`src/core/ddi_defines.svh`:
```
// constants for the memory-device init and command tracking block
// assumes a single 10 MHz core clock; included by ddi_core
`ifndef DDI_DEFINES_SVH
`define DDI_DEFINES_SVH

`define DDI_CLK_MHZ 10
`define DDI_INTINIT_TIME_US 500
`define DDI_INTINIT_CYCLES (`DDI_INTINIT_TIME_US * `DDI_CLK_MHZ)
`define DDI_DLL_LOCK_CYCLES 512
`define DDI_CALIB_INIT_CYCLES 512

// {ras_n, cas_n, we_n} with select low
`define DDI_CMD_MODE_WRITE 3'h0
`define DDI_CMD_ACTIVATE 3'h3
`define DDI_CMD_PRECHARGE 3'h2
`define DDI_CMD_WRITE 3'h4
`define DDI_CMD_READ 3'h5
`define DDI_CMD_CALIB 3'h6
`define DDI_CMD_NOP 3'h7

// address fields
`define DDI_BIT_AUTO_PRECHARGE 10
`define DDI_BIT_BURST_CHOP 12
`define DDI_BIT_DLL_RESET 8
`define DDI_BIT_BURST_TYPE 3
`define DDI_MR0_BL_LSB 0
`define DDI_BL_FIXED8 2'h0
`define DDI_BL_ON_THE_FLY 2'h1
`define DDI_BL_FIXED4 2'h2
`define DDI_LAST_BEAT_EIGHT 2'h3
`define DDI_LAST_BEAT_CHOP 2'h1

`endif

```
`src/core/ddi_pkg.sv`:
```
// types for the memory-device init and command tracking block
// assumes ddi_defines.svh is on the include path
package ddi_pkg;
	typedef enum logic [2:0] {
		DDI_PH_INTINIT = 3'h1,
		DDI_PH_WAIT_CKE = 3'h2,
		DDI_PH_RUN = 3'h4
	} ddi_phase_t;

	typedef struct packed {
		ddi_phase_t phase;
		logic [15:0] init_cnt;
		logic cke_q;
		logic [3:0][12:0] mode_reg;
		logic [3:0] mr_written;
		logic [15:0] dll_cnt;
		logic dll_busy;
		logic dll_locked;
		logic [15:0] calib_cnt;
		logic calib_busy;
		logic calib_done;
		logic dev_ready;
		logic odt_on;
		logic init_busy;
		logic [7:0] bank_open;
		logic [7:0][12:0] open_row;
		logic burst_active;
		logic burst_write;
		logic burst_chop;
		logic burst_autopre;
		logic burst_interleave;
		logic [2:0] burst_bank;
		logic [9:0] burst_col;
		logic [1:0] beat;
		logic [2:0] word_lo;
		logic [2:0] word_hi;
	} ddi_state_t;
endpackage

```
`src/core/ddi_reset_sync.sv`:
```
// reset release synchroniser
// assumes arst_n may drop at any time; release is taken on clk
`timescale 1ns/100ps
module ddi_reset_sync (
	input wire logic clk,
	input wire logic arst_n,
	output logic rst_n
);
	logic stage1;

	// first stage feeds only the second
	always_ff @(posedge clk or negedge arst_n) begin
		if (!arst_n) begin
			stage1 <= 1'b0;
			rst_n <= 1'b0;
		end else begin
			stage1 <= 1'b1;
			rst_n <= stage1;
		end
	end
endmodule // ddi_reset_sync

```
`src/core/ddi_core.sv`:
```
// memory-device side: init tracking, mode registers, bank rows, burst order
// assumes command pins come from controller logic on clk; arst_n is the device reset pin
`timescale 1ns/100ps
`include "ddi_defines.svh"
module ddi_core
	import ddi_pkg::*;
#(
	parameter int INTINIT_CYCLES = `DDI_INTINIT_CYCLES,
	parameter int DLL_LOCK_CYCLES = `DDI_DLL_LOCK_CYCLES,
	parameter int CALIB_INIT_CYCLES = `DDI_CALIB_INIT_CYCLES
) (
	input wire logic clk,
	input wire logic arst_n,
	input wire logic ce,
	input wire logic cke,
	input wire logic cs_n,
	input wire logic ras_n,
	input wire logic cas_n,
	input wire logic we_n,
	input wire logic [2:0] bank_select_bits,
	input wire logic [12:0] addr,
	input wire logic termination_control_input,
	output logic dev_ready,
	output logic odt_on,
	output logic init_busy,
	output logic [3:0][12:0] mode_reg,
	output logic dll_locked,
	output logic calib_done,
	output logic [7:0] bank_open,
	output logic [7:0][12:0] open_row,
	output logic burst_active,
	output logic burst_write,
	output logic burst_chop,
	output logic burst_autopre,
	output logic [2:0] burst_bank,
	output logic [9:0] burst_col,
	output logic [2:0] word_lo,
	output logic [2:0] word_hi
);
	localparam logic [15:0] INTINIT_LAST = 16'(INTINIT_CYCLES - 1);
	localparam logic [15:0] DLL_LAST = 16'(DLL_LOCK_CYCLES - 1);
	localparam logic [15:0] CALIB_LAST = 16'(CALIB_INIT_CYCLES - 1);

	localparam ddi_state_t RESET_STATE = '{phase: DDI_PH_INTINIT, init_busy: 1'b1, default: '0};

	logic rst_n;
	ddi_state_t st;
	ddi_state_t next_st;

	ddi_reset_sync u_rst (
		.clk(clk),
		.arst_n(arst_n),
		.rst_n(rst_n)
	);

	// order of the word carried in each half clock
	function automatic logic [2:0] ddi_word(input logic [2:0] start, input logic [2:0] idx,
			input logic interleave, input logic wr, input logic chop);
		logic [2:0] w;
		w = 3'h0;
		if (wr) begin
			// writes always land from the group base
			w = chop ? {start[2], idx[1:0]} : idx;
		end else if (interleave) begin
			w = start ^ idx;
		end else begin
			w = {start[2] ^ idx[2], 2'(start[1:0] + idx[1:0])};
		end
		return w;
	endfunction

	logic cmd_valid;
	logic [2:0] cmd;
	logic [1:0] bl_mode;
	logic chop_now;
	logic [1:0] last_beat;

	always_comb begin
		// commands count only when clock enable was high on this and the last edge
		cmd_valid = st.cke_q && cke && !cs_n && (st.phase == DDI_PH_RUN);
		cmd = {ras_n, cas_n, we_n};
		bl_mode = st.mode_reg[0][`DDI_MR0_BL_LSB +: 2];
		chop_now = (bl_mode == `DDI_BL_FIXED4) ||
			((bl_mode == `DDI_BL_ON_THE_FLY) && !addr[`DDI_BIT_BURST_CHOP]);
		last_beat = st.burst_chop ? `DDI_LAST_BEAT_CHOP : `DDI_LAST_BEAT_EIGHT;

		next_st = st;
		next_st.cke_q = cke;

		unique case (st.phase)
			DDI_PH_INTINIT: begin
				// internal init runs on its own; pins are ignored
				next_st.init_cnt = 16'(st.init_cnt + 16'h1);
				if (st.init_cnt == INTINIT_LAST) begin
					next_st.phase = DDI_PH_WAIT_CKE;
				end
			end
			DDI_PH_WAIT_CKE: begin
				if (cke) begin
					next_st.phase = DDI_PH_RUN;
				end
			end
			DDI_PH_RUN: begin
			end
		endcase

		// lock and calibration timers
		if (st.dll_busy) begin
			next_st.dll_cnt = 16'(st.dll_cnt + 16'h1);
			if (st.dll_cnt == DLL_LAST) begin
				next_st.dll_busy = 1'b0;
				next_st.dll_locked = 1'b1;
			end
		end
		if (st.calib_busy) begin
			next_st.calib_cnt = 16'(st.calib_cnt + 16'h1);
			if (st.calib_cnt == CALIB_LAST) begin
				next_st.calib_busy = 1'b0;
				next_st.calib_done = 1'b1;
			end
		end

		// burst beats: one 8n word over four clocks (two clocks when chopped), two words per clock
		if (st.burst_active) begin
			next_st.beat = 2'(st.beat + 2'h1);
			if (st.beat == last_beat) begin
				next_st.burst_active = 1'b0;
				if (st.burst_autopre) begin
					next_st.bank_open[st.burst_bank] = 1'b0;
				end
			end
		end

		if (cmd_valid) begin
			unique case (cmd)
				`DDI_CMD_MODE_WRITE: begin
					// whole register replaced; the array is never touched
					if (!bank_select_bits[2]) begin
						next_st.mode_reg[bank_select_bits[1:0]] = addr;
						next_st.mr_written[bank_select_bits[1:0]] = 1'b1;
						if (bank_select_bits[1:0] == 2'h0 && addr[`DDI_BIT_DLL_RESET]) begin
							// dll reset bit clears itself
							next_st.mode_reg[0][`DDI_BIT_DLL_RESET] = 1'b0;
							next_st.dll_busy = 1'b1;
							next_st.dll_cnt = 16'h0;
							next_st.dll_locked = 1'b0;
						end
					end
				end
				`DDI_CMD_ACTIVATE: begin
					next_st.bank_open[bank_select_bits] = 1'b1;
					next_st.open_row[bank_select_bits] = addr;
				end
				`DDI_CMD_PRECHARGE: begin
					if (addr[`DDI_BIT_AUTO_PRECHARGE]) begin
						next_st.bank_open = 8'h0;
					end else begin
						next_st.bank_open[bank_select_bits] = 1'b0;
					end
				end
				`DDI_CMD_READ, `DDI_CMD_WRITE: begin
					if (st.bank_open[bank_select_bits]) begin
						next_st.burst_active = 1'b1;
						next_st.burst_write = (cmd == `DDI_CMD_WRITE);
						next_st.burst_chop = chop_now;
						next_st.burst_autopre = addr[`DDI_BIT_AUTO_PRECHARGE];
						next_st.burst_interleave = st.mode_reg[0][`DDI_BIT_BURST_TYPE];
						next_st.burst_bank = bank_select_bits;
						next_st.burst_col = addr[9:0];
						next_st.beat = 2'h0;
					end
				end
				`DDI_CMD_CALIB: begin
					if (addr[`DDI_BIT_AUTO_PRECHARGE]) begin
						next_st.calib_busy = 1'b1;
						next_st.calib_cnt = 16'h0;
						next_st.calib_done = 1'b0;
					end
				end
				default: begin
				end
			endcase
		end

		// words carried by the beat now being registered
		next_st.word_lo = ddi_word(next_st.burst_col[2:0], {next_st.beat, 1'b0},
			next_st.burst_interleave, next_st.burst_write, next_st.burst_chop);
		next_st.word_hi = ddi_word(next_st.burst_col[2:0], {next_st.beat, 1'b1},
			next_st.burst_interleave, next_st.burst_write, next_st.burst_chop);

		// ready only after all four registers, lock and calibration since reset
		next_st.dev_ready = (next_st.phase == DDI_PH_RUN) && (&next_st.mr_written) &&
			next_st.dll_locked && next_st.calib_done;

		// termination follows its input only once clock enable has been registered
		next_st.odt_on = (next_st.phase == DDI_PH_RUN) && termination_control_input;
		next_st.init_busy = (next_st.phase != DDI_PH_RUN);

		if (!ce) begin
			next_st = st;
		end
	end

	always_ff @(posedge clk or negedge rst_n) begin
		if (!rst_n) begin
			st <= RESET_STATE;
		end else begin
			st <= next_st;
		end
	end

	always_comb begin
		dev_ready = st.dev_ready;
		odt_on = st.odt_on;
		init_busy = st.init_busy;
		mode_reg = st.mode_reg;
		dll_locked = st.dll_locked;
		calib_done = st.calib_done;
		bank_open = st.bank_open;
		open_row = st.open_row;
		burst_active = st.burst_active;
		burst_write = st.burst_write;
		burst_chop = st.burst_chop;
		burst_autopre = st.burst_autopre;
		burst_bank = st.burst_bank;
		burst_col = st.burst_col;
		word_lo = st.word_lo;
		word_hi = st.word_hi;
	end
endmodule // ddi_core

```
`config.mk`:
```
export PLATFORM = sky130hd
export DESIGN_NAME = ddi_core
export DESIGN_NICKNAME = d
export VERILOG_FILES = /design/src/core/ddi_pkg.sv /design/src/core/ddi_reset_sync.sv /design/src/core/ddi_core.sv
export VERILOG_INCLUDE_DIRS = /design/src /design/src/core
export SDC_FILE = /design/constraint.sdc
export NUM_CORES = 1
export LEC_CHECK = 0
export ABC_AREA = 1
export BUFFER_PORTS_ARGS = -buffer_cell sky130_fd_sc_hd__buf_2
export CAP_MARGIN = 10
export CORE_UTILIZATION = 50
export CTS_CLUSTER_SIZE = 16
export DETAILED_ROUTE_END_ITERATION = 8
export MAX_ROUTING_LAYER = met4
export PLACE_DENSITY_LB_ADDON = 0.2
export SLEW_MARGIN = 25
export SYNTH_ARGS = -nofsm -noshare
export SYNTH_HDL_FRONTEND = slang
export SYNTH_HIERARCHICAL = 1
export SYNTH_SLANG_ARGS = --single-unit
```
`constraint.sdc`:
```
create_clock -name clk -period 9.8 [get_ports clk]
set_input_delay 0.98 -clock clk [delete_from_list [all_inputs] [get_ports clk]]
set_output_delay 0.98 -clock clk [all_outputs]
set_load 0.005 [all_outputs]
```
==> impl_summary.txt, run 1 <==
----------------------------------------------------
[Outcome]
  Outcome ... completed

[STA]
  Time the worst path needs with I/O delays and setup ... a little over 3 ns
  Transition time of the tightest slew-check pin ... 0.9752 ns
  Worst-case hold slack ... between 0.2 and 0.25 ns
  Number of setup violations in the final report ... 0
  Unrepaired setup endpoints after global routing ... no
  Total negative setup slack ... 0 ns
  Max transition margin ... a little over a third
  Portion of the clock cycle consumed by the worst path in the final layout ... a little under a third
  Hold Violations, Final ... 0
  Final setup slack of the worst path ... between 6 and 7 ns
  FMAX ... between 300 and 400 MHz
  Max-slew violations ... 0
  Worst clock skew ... approximately 0.016 ns

[Logic synthesis]
  Part of the Yosys area used for sequential elements ... 52.64%
  Gate count of the mapped netlist ... around 1400
  Cell Area, Synth ... between 10000 and 15000 sq um
  Register bit total from synthesis ... 253
  Warnings from Yosys ... 6
  Net Count, Synth ... approximately 1400
  Per-instance average area after synthesis ... 8.681 sq um
  Number of unique standard cell types used by synthesis ... 37

[Clock network]
  Number of cells upsized or downsized after cts ... 0
  Clk slew on worst S/H paths ... 0.06 ns
  H-tree lvl count ... 1
  Clk root buf ... sky130_fd_sc_hd__clkbuf_16
  Hold buffer count at cts ... 0
  Total number of clock tree sinks ... 253
  CTS buffer count ... 27
  CTS tree ... built
  Insertion delay of the later-clocked pin in the worst-skew pair ... 0.55 ns
  Number of post-CTS setup repair buffers ... 0
  Maximum count of clock buffers along a single path ... 3

[Power and ir drop]
  Pint ... around 0.0017 W
  Share of total power in the clock network ... 43.3%
  Net switching component of the power ... 0.0005862 W
  Pwr dens ... around 180 nW/um^2
  Sequential Power Share ... around 49%
  Share of total power in combinational logic ... just over 8%
  Fraction of power spent switching nets ... roughly a quarter
  Leak Pwr ... approximately 7 nW
  Peak ir drop on the vdd network ... between 0.1 and 0.15 mV

[Finish]
  Area growth from synthesis to layout ... 7.186%
  Fill cells ... roughly 2300
  Final #Nets ... 1433
  Largest register FFs ... between 100 and 150
  Inserted Diodes ... 0
  Ratio of cells with drive above 1 in the final layout ... about 20%

[Floorplan]
  Die extent in x ... 157.1 microns
  Area of the die ... between 20000 and 25000 sq um
  Num rows ... 56
  Number of top-level design ports ... approximately 220
  Initial cell density of the core ... 51.11%
  Y dimension of the die ... ~160 microns
  Core region area ... roughly 24000 sq um

[Drt]
  Wire length per cell ... about 17 microns
  Via count of the routed design ... just under 9000
  Routed wire length ... 29450 microns
  Remaining DRCs ... 0
  Number of DRC markers after the initial detailed-route iteration ... approximately 640
  Ratio of routed vias to standard cells ... ~5
  Number of nets still failing antenna checks after routing ... 0
  Drt first pass iters ... 5

[Critical path]
  Count of buffering cells on the critical path with inverters included ... 3
  CP max stage cell ... sky130_fd_sc_hd__nor4_4
  Crit path arrival time ... approximately 3.4 ns
  Critical path cell sequence ... buf_2, buf_4, clkinv_1, nor4_4, nand2_2, nand2_1, o21ai_0
  Category of cells accounting for the largest share of critical-path delay ... simple AND/OR/NAND/NOR gates
  Highest fanout seen on the critical path ... 39
  Nature of the critical path endpoint ... flip-flop
  Delay of the slowest cell on the worst path ... between 0.7 and 0.8 ns
  Worst Setup Start Kind ... input pin
  Required arrival time at the worst endpoint ... 10.19 ns
  Crit path kind ... in2reg

[Place]
  Routability congestion estimate ... about 0.9
  DPL Wire Length ... around 20000 microns
  Setup Slack @ Placement ... between 6 and 7 ns
  IO buf count ... 215

[Global routing]
  Antenna violations before repair ... 0
  Global router's overall resource usage ... 25.10%
  Number of global-route vias before repair ... 8234
  Wire length of the first global-routing pass ... between 40000 and 50000 microns
  Largest net degree at the start of global routing ... 74
  Total congestion overflow ... 0

[Run]
  Count of max-cap constraint violations ... 0

[Min path]
  HP Class ... in2async

----------------------------------------------------
## per-layer routing
metal  GRT usage [%]  part of all wire, %  vias up
li1                -                    -     4286
met1           34.21                   45     4169
met2           37.90                   46      251
met3           4.901                  6.7       56
met4           7.952                  3.1        0
met5               -                    0        -
## power by group through the flow
stage                     registers [W]  clock network (W)  logic (W)
final                           0.00113            0.00100   0.000192
after global placement          0.00115                  0   0.000187
after global routing            0.00113            0.00108   0.000219
after CTS                       0.00113            0.00103   0.000190
after floorplan                 0.00114                  0   0.000137
after detailed placement        0.00115                  0   0.000189
## cells in the final DEF, fill, tap and decap left out, drive strengths merged, types with 4 or more instances in the layout
cell and n:
nand2 318, dfrtp 251, buf 223, o21ai 194
inv 114, nor2 82, nand3 52, clkbuf 40
a21oi 31, xor2 26, nor3 25, nor4 11
nand4 9, clkinv 9, o211ai 5, a21o 4
xnor2 4, or2 4
## cells in the mapped netlist (all sizes together)
master / instances / area (sq um)
a22o: 1 / 8.760
clkinv: 2 / 7.510
nor2: 82 / 310.3
o31ai: 2 / 15.01
a31oi: 3 / 18.77
inv: 113 / 424.2
o211ai: 5 / 37.54
o311ai: 1 / 8.760
nor4: 11 / 83.83
ha: 3 / 37.54
a22oi: 1 / 7.510
nor3: 25 / 125.1
o21ai: 194 / 970.9
nand2: 318 / 1214
clkbuf: 39 / 146.4
nand3b: 1 / 7.510
xnor2: 4 / 35.03
xor2: 26 / 227.7
o211a: 1 / 10.01
nand4: 9 / 56.30
a21oi: 31 / 155.2
dfrtp: 251 / 6281
conb: 2 / 7.510
or2: 4 / 25.02
o21bai: 3 / 22.52
o21a: 2 / 15.01
nand3: 52 / 260.3
a21o: 4 / 30.03
dfstp: 2 / 52.55
buf: 194 / 1430
## layout make-up
type	instances	area (sq um)	share of cell area (%)
clock buffers	40	784.5	6.083
clock inverters	10	92.59	0.7180
inverters	115	431.7	3.347
multi-input cells	785	3695	28.65
flip-flops and latches	253	6337	49.14
well taps	319	399.1	3.095
repair buffers	223	1156	8.965
## worst paths after layout
check                                   from      endpoint  slack, ns  depth (start not counted)
worst max-delay path                      ce  open_row[35]       6.77                          7
worst min-delay path                  arst_n  u_rst/stage1       0.20                          1
worst max register to register       st[250]   mode_reg[4]       7.21                          7
worst min register to register   u_rst/rst_n  mode_reg[22]       0.25                          0
max in group asynchronous        u_rst/rst_n  bank_open[2]       8.09                          2
min in group clk                u_rst/stage1   u_rst/rst_n       0.36                          0
## worst register-to-register path, delay by kind of cell, from the launching register on
family / cells / cell delay, ns
flops: 1 / 0.39
simple gates: 5 / 1.59
compound gates: 1 / 0.46
buf+inv: 1 / 0.06
## per-stage QoR
stage,power (W),instances,utilization [%],cell area (sq um)
after global placement,0.001332,1694,50.91,11990
after global routing,0.002424,1745,54.78,12900
after CTS,0.002347,1744,54.64,12860
final,0.002321,1745,54.78,12900
after floorplan,0.001281,1386,-,12030
after detailed placement,0.001336,1694,50.91,11990
## logic make-up (layout without fill, tap and decap cells)
| family | Yosys count | after routing | share of synthesized area (%) |
|---|---|---|---|
| XOR/XNOR | 30 | 30 | 2.184 |
| other | 2 | 2 | 0.06242 |
| AO/OA/AOI/OAI | 248 | 248 | 10.80 |
| buffers and inverters | 348 | 388 | 16.69 |
| adder cells (fa/ha/maj) | 3 | 3 | 0.3120 |
| AND/OR/NAND/NOR | 502 | 502 | 17.30 |
| flip-flops | 253 | 253 | 52.64 |
No activity file was read; power rests on OpenSTA's default activity.
==> inputs of run 2 (changes only) <==
clock period = 2.9 ns   (was 9.8 ns; I/O delays follow)
==> run 2 against run 1 <==
Effect of this change:
- combinational power grew to 3.5 times the previous value
- register-to-register slack worse by 6.7 ns
- critical path depth stayed put
- sequential share of layout area is 0.67 points lower
- wire length is 1.3% higher
- largest power group unchanged
==> impl_summary.txt, run 2 (same netlist as run 1, synthesis figures left out) <==
----------------------------------------------------
[STA]
  Total negative setup slack ... 0 ns (unchanged)
  Portion of the clock cycle consumed by the worst path in the final layout ... 81.17%
  Worst-case hold slack ... 0.05391 ns (was 0.2038 ns)
  Unrepaired setup endpoints after global routing ... no (unchanged)
  Max transition margin ... 46.96% (was 34.80%)
  Hold Violations, Final ... 0 (unchanged)
  FMAX ... roughly 420 MHz
  Final setup slack of the worst path ... 0.5460 ns (was 6.774 ns)
  Max-slew violations ... 0 (unchanged)
  Number of setup violations in the final report ... 0 (unchanged)
  Worst clock skew ... 0.02067 ns (was 0.01622 ns)
  Transition time of the tightest slew-check pin ... 0.7897 ns (was 0.9752 ns)
  Time the worst path needs with I/O delays and setup ... roughly 2.4 ns

[Place]
  Setup Slack @ Placement ... 0.3484 ns (was 6.227 ns)
  Standard cell area after detailed placement ... 12110 sq um (was 11990 sq um)
  DPL Wire Length ... 20850 microns (was 20210 microns)
  IO buf count ... 215 (unchanged)
  Routability congestion estimate ... 0.8966 (was 0.8974)

[Critical path]
  Reg2reg start ... st[250] (unchanged)
  Count of buffering cells on the critical path with inverters included ... 1 (was 3)
  R2R depth ... 7 (unchanged)
  Worst Setup EP ... open_row[86] (was open_row[35])
  Required arrival time at the worst endpoint ... 3.35 ns (was 10.19 ns)
  Critical path cell sequence ... inv_2, nand2_1, nor2_1, nand2_1, nor4_4, nand2_2, o21ai_0 (was buf_2, buf_4, clkinv_1, nor4_4, nand2_2, nand2_1, o21ai_0)
  Highest fanout seen on the critical path ... 26 (was 39)
  Total number of cells along the worst setup path ... 7 (unchanged)
  Crit path arrival time ... 2.80 ns (was 3.42 ns)
  Endpoint of the worst register-to-register path ... open_row[86] (was mode_reg[4])
  Crit path from ... st[250] (was ce)
  Delay of the slowest cell on the worst path ... 0.64 ns (was 0.76 ns)
  CP max stage cell ... sky130_fd_sc_hd__nor4_4 (unchanged)
  Worst Setup Start Kind ... flip-flop (was input pin)
  Nature of the critical path endpoint ... flip-flop (unchanged)
  Cell type with the highest occurrence count on the critical path ... sky130_fd_sc_hd__nand2_1
  Crit path kind ... reg2reg (was in2reg)
  Register-to-register setup slack ... 0.55 ns (was 7.21 ns)
  Category of cells accounting for the largest share of critical-path delay ... simple AND/OR/NAND/NOR gates (unchanged)

[Finish]
  Most common cell after layout, fill and taps aside ... sky130_fd_sc_hd__nand2_1 (unchanged)
  Final #Nets ... 1447 (was 1433)
  Ratio of cells with drive above 1 in the final layout ... 20.54% (was 19.99%)
  Most frequent cells in the layout ... sky130_fd_sc_hd__nand2_1 (310), sky130_fd_sc_hd__dfrtp_1 (250), sky130_fd_sc_hd__buf_2 (215), sky130_fd_sc_hd__o21ai_0 (185), sky130_fd_sc_hd__inv_1 (112) (unchanged)
  Area growth from synthesis to layout ... 8.663% (was 7.186%)
  Largest register FFs ... 104 (unchanged)
  Final standard cell area without fillers ... 13070 sq um (was 12900 sq um)
  Inserted Diodes ... 0 (unchanged)

[Global routing]
  Wire length of the first global-routing pass ... 45750 microns (was 45940 microns)
  Largest net degree at the start of global routing ... 68 (was 74)
  Total congestion overflow ... 0 (unchanged)
  Antenna violations before repair ... 0 (unchanged)
  Number of global-route vias before repair ... 8272 (was 8234)
  Global router's overall resource usage ... 24.77% (was 25.10%)

[Floorplan]
  Number of top-level design ports ... 217 (unchanged)
  Die extent in x ... 157.1 microns (unchanged)
  Y dimension of the die ... 157.1 microns (unchanged)
  Area of the die ... 24690 sq um (unchanged)
  Core region area ... 23540 sq um (unchanged)
  Num rows ... 56 (unchanged)
  Initial cell density of the core ... 51.11% (unchanged)

[Drt]
  Via count of the routed design ... 8865 (was 8762)
  Wire length per cell ... 16.95 microns (was 16.88 microns)
  Number of nets still failing antenna checks after routing ... 0 (unchanged)
  Number of DRC markers after the initial detailed-route iteration ... 587 (was 642)
  Drt first pass iters ... 5 (unchanged)
  Remaining DRCs ... 0 (unchanged)
  Ratio of routed vias to standard cells ... 5.037 (was 5.021)
  Routed wire length ... 29830 microns (was 29450 microns)

[Clock network]
  CTS tree ... built (unchanged)
  H-tree lvl count ... 1 (unchanged)
  Insertion delay of the later-clocked pin in the worst-skew pair ... 0.55 ns (about the same)
  Clk slew on worst S/H paths ... 0.06 ns (about the same)
  Total number of clock tree sinks ... 253 (unchanged)
  CTS buffer count ... 28 (was 27)
  Maximum count of clock buffers along a single path ... 3 (unchanged)
  Clk root buf ... sky130_fd_sc_hd__clkbuf_16 (unchanged)

[Power and ir drop]
  Leak Pwr ... 7.075 nW (was 6.983 nW)
  Pwr dens ... 615.1 nW/um^2 (was 180.0 nW/um^2)
  Total Power ... 0.008041 W (was 0.002321 W)
  Peak ir drop on the vdd network ... 0.4639 mV (was 0.1089 mV)

[Min path]
  HP Class ... in2async (unchanged)

[Run]
  Count of max-cap constraint violations ... 0 (unchanged)

[Outcome]
  Outcome ... completed (unchanged)

----------------------------------------------------
run 2: changes by cell type in the layout (fill, tap and decap cells not counted), sizes merged:
cell,before,now
buf,223,233
dlygate4sd3,0,3
clkbuf,40,42
bufinv,1,2
inv,114,113
run 2: area by class of cell:
| type | instances | area (sq um) |
|---|---|---|
| inverters | 115 | 431.7 |
| multi-input cells | 785 | 3690 |
| clock inverters | 10 | 113.9 |
| well taps | 319 | 399.1 |
| repair buffers | 236 | 1279 |
| clock buffers | 42 | 823.3 |
| flip-flops and latches | 253 | 6337 |
| fillers | 2219 | 10470 |
run 2: through the flow:
stage          util (%)  cells
6_report          55.53   1760
5_1_grt           55.53   1760
4_1_cts           55.53   1760
3_5_place_dp      51.42   1705
3_3_place_gp      51.42   1705
2_1_floorplan         -   1386
run 2: worst reg2reg max path, delay by kind of cell, from the launching register on:
family / cells / cell delay [ns]
and+or+nand+nor: 5 / 1.49
DFF: 1 / 0.39
AOI/OAI and AO/OA: 1 / 0.33
buffers and inverters: 1 / 0.07
run 2: worst min path at each step:
stage               startpoint            to  cells past startpoint
global placement        arst_n  u_rst/stage1                      1
global route               cke       st[233]                      3
detailed placement      arst_n  u_rst/stage1                      1
finish                  arst_n  u_rst/stage1                      2
floorplan               arst_n  u_rst/stage1                      0
CTS                     arst_n  u_rst/stage1                      2
run 2: repair_timing:
| item | 4_1_cts | 5_1_grt |
|---|---|---|
| endpoints found under the setup margin | 0 | 0 |
| hold buffers | 3 | 0 |
| buffers inserted | 0 | 0 |
| endpoints found under the hold margin | 4 | 0 |
| resized for setup | 0 | 0 |
run 2: power by group:
group / internal (W) / switching, W / total (W)
clock: 0.00213 / 0.00144 / 0.00358
sequential: 0.00367 / 0.000131 / 0.00380
combinational: 0.000235 / 0.000427 / 0.000663
total: 0.00604 / 0.00200 / 0.00804
run 2: layer usage:
metal	track usage (%)	wire, microns	vias to the layer above	share of wire, %
met4	6.195	693	0	2.3
met5	-	0	-	0
met3	4.791	1814	57	6.1
li1	-	-	4326	-
met2	37.71	13550	256	45
met1	34.12	13780	4226	46
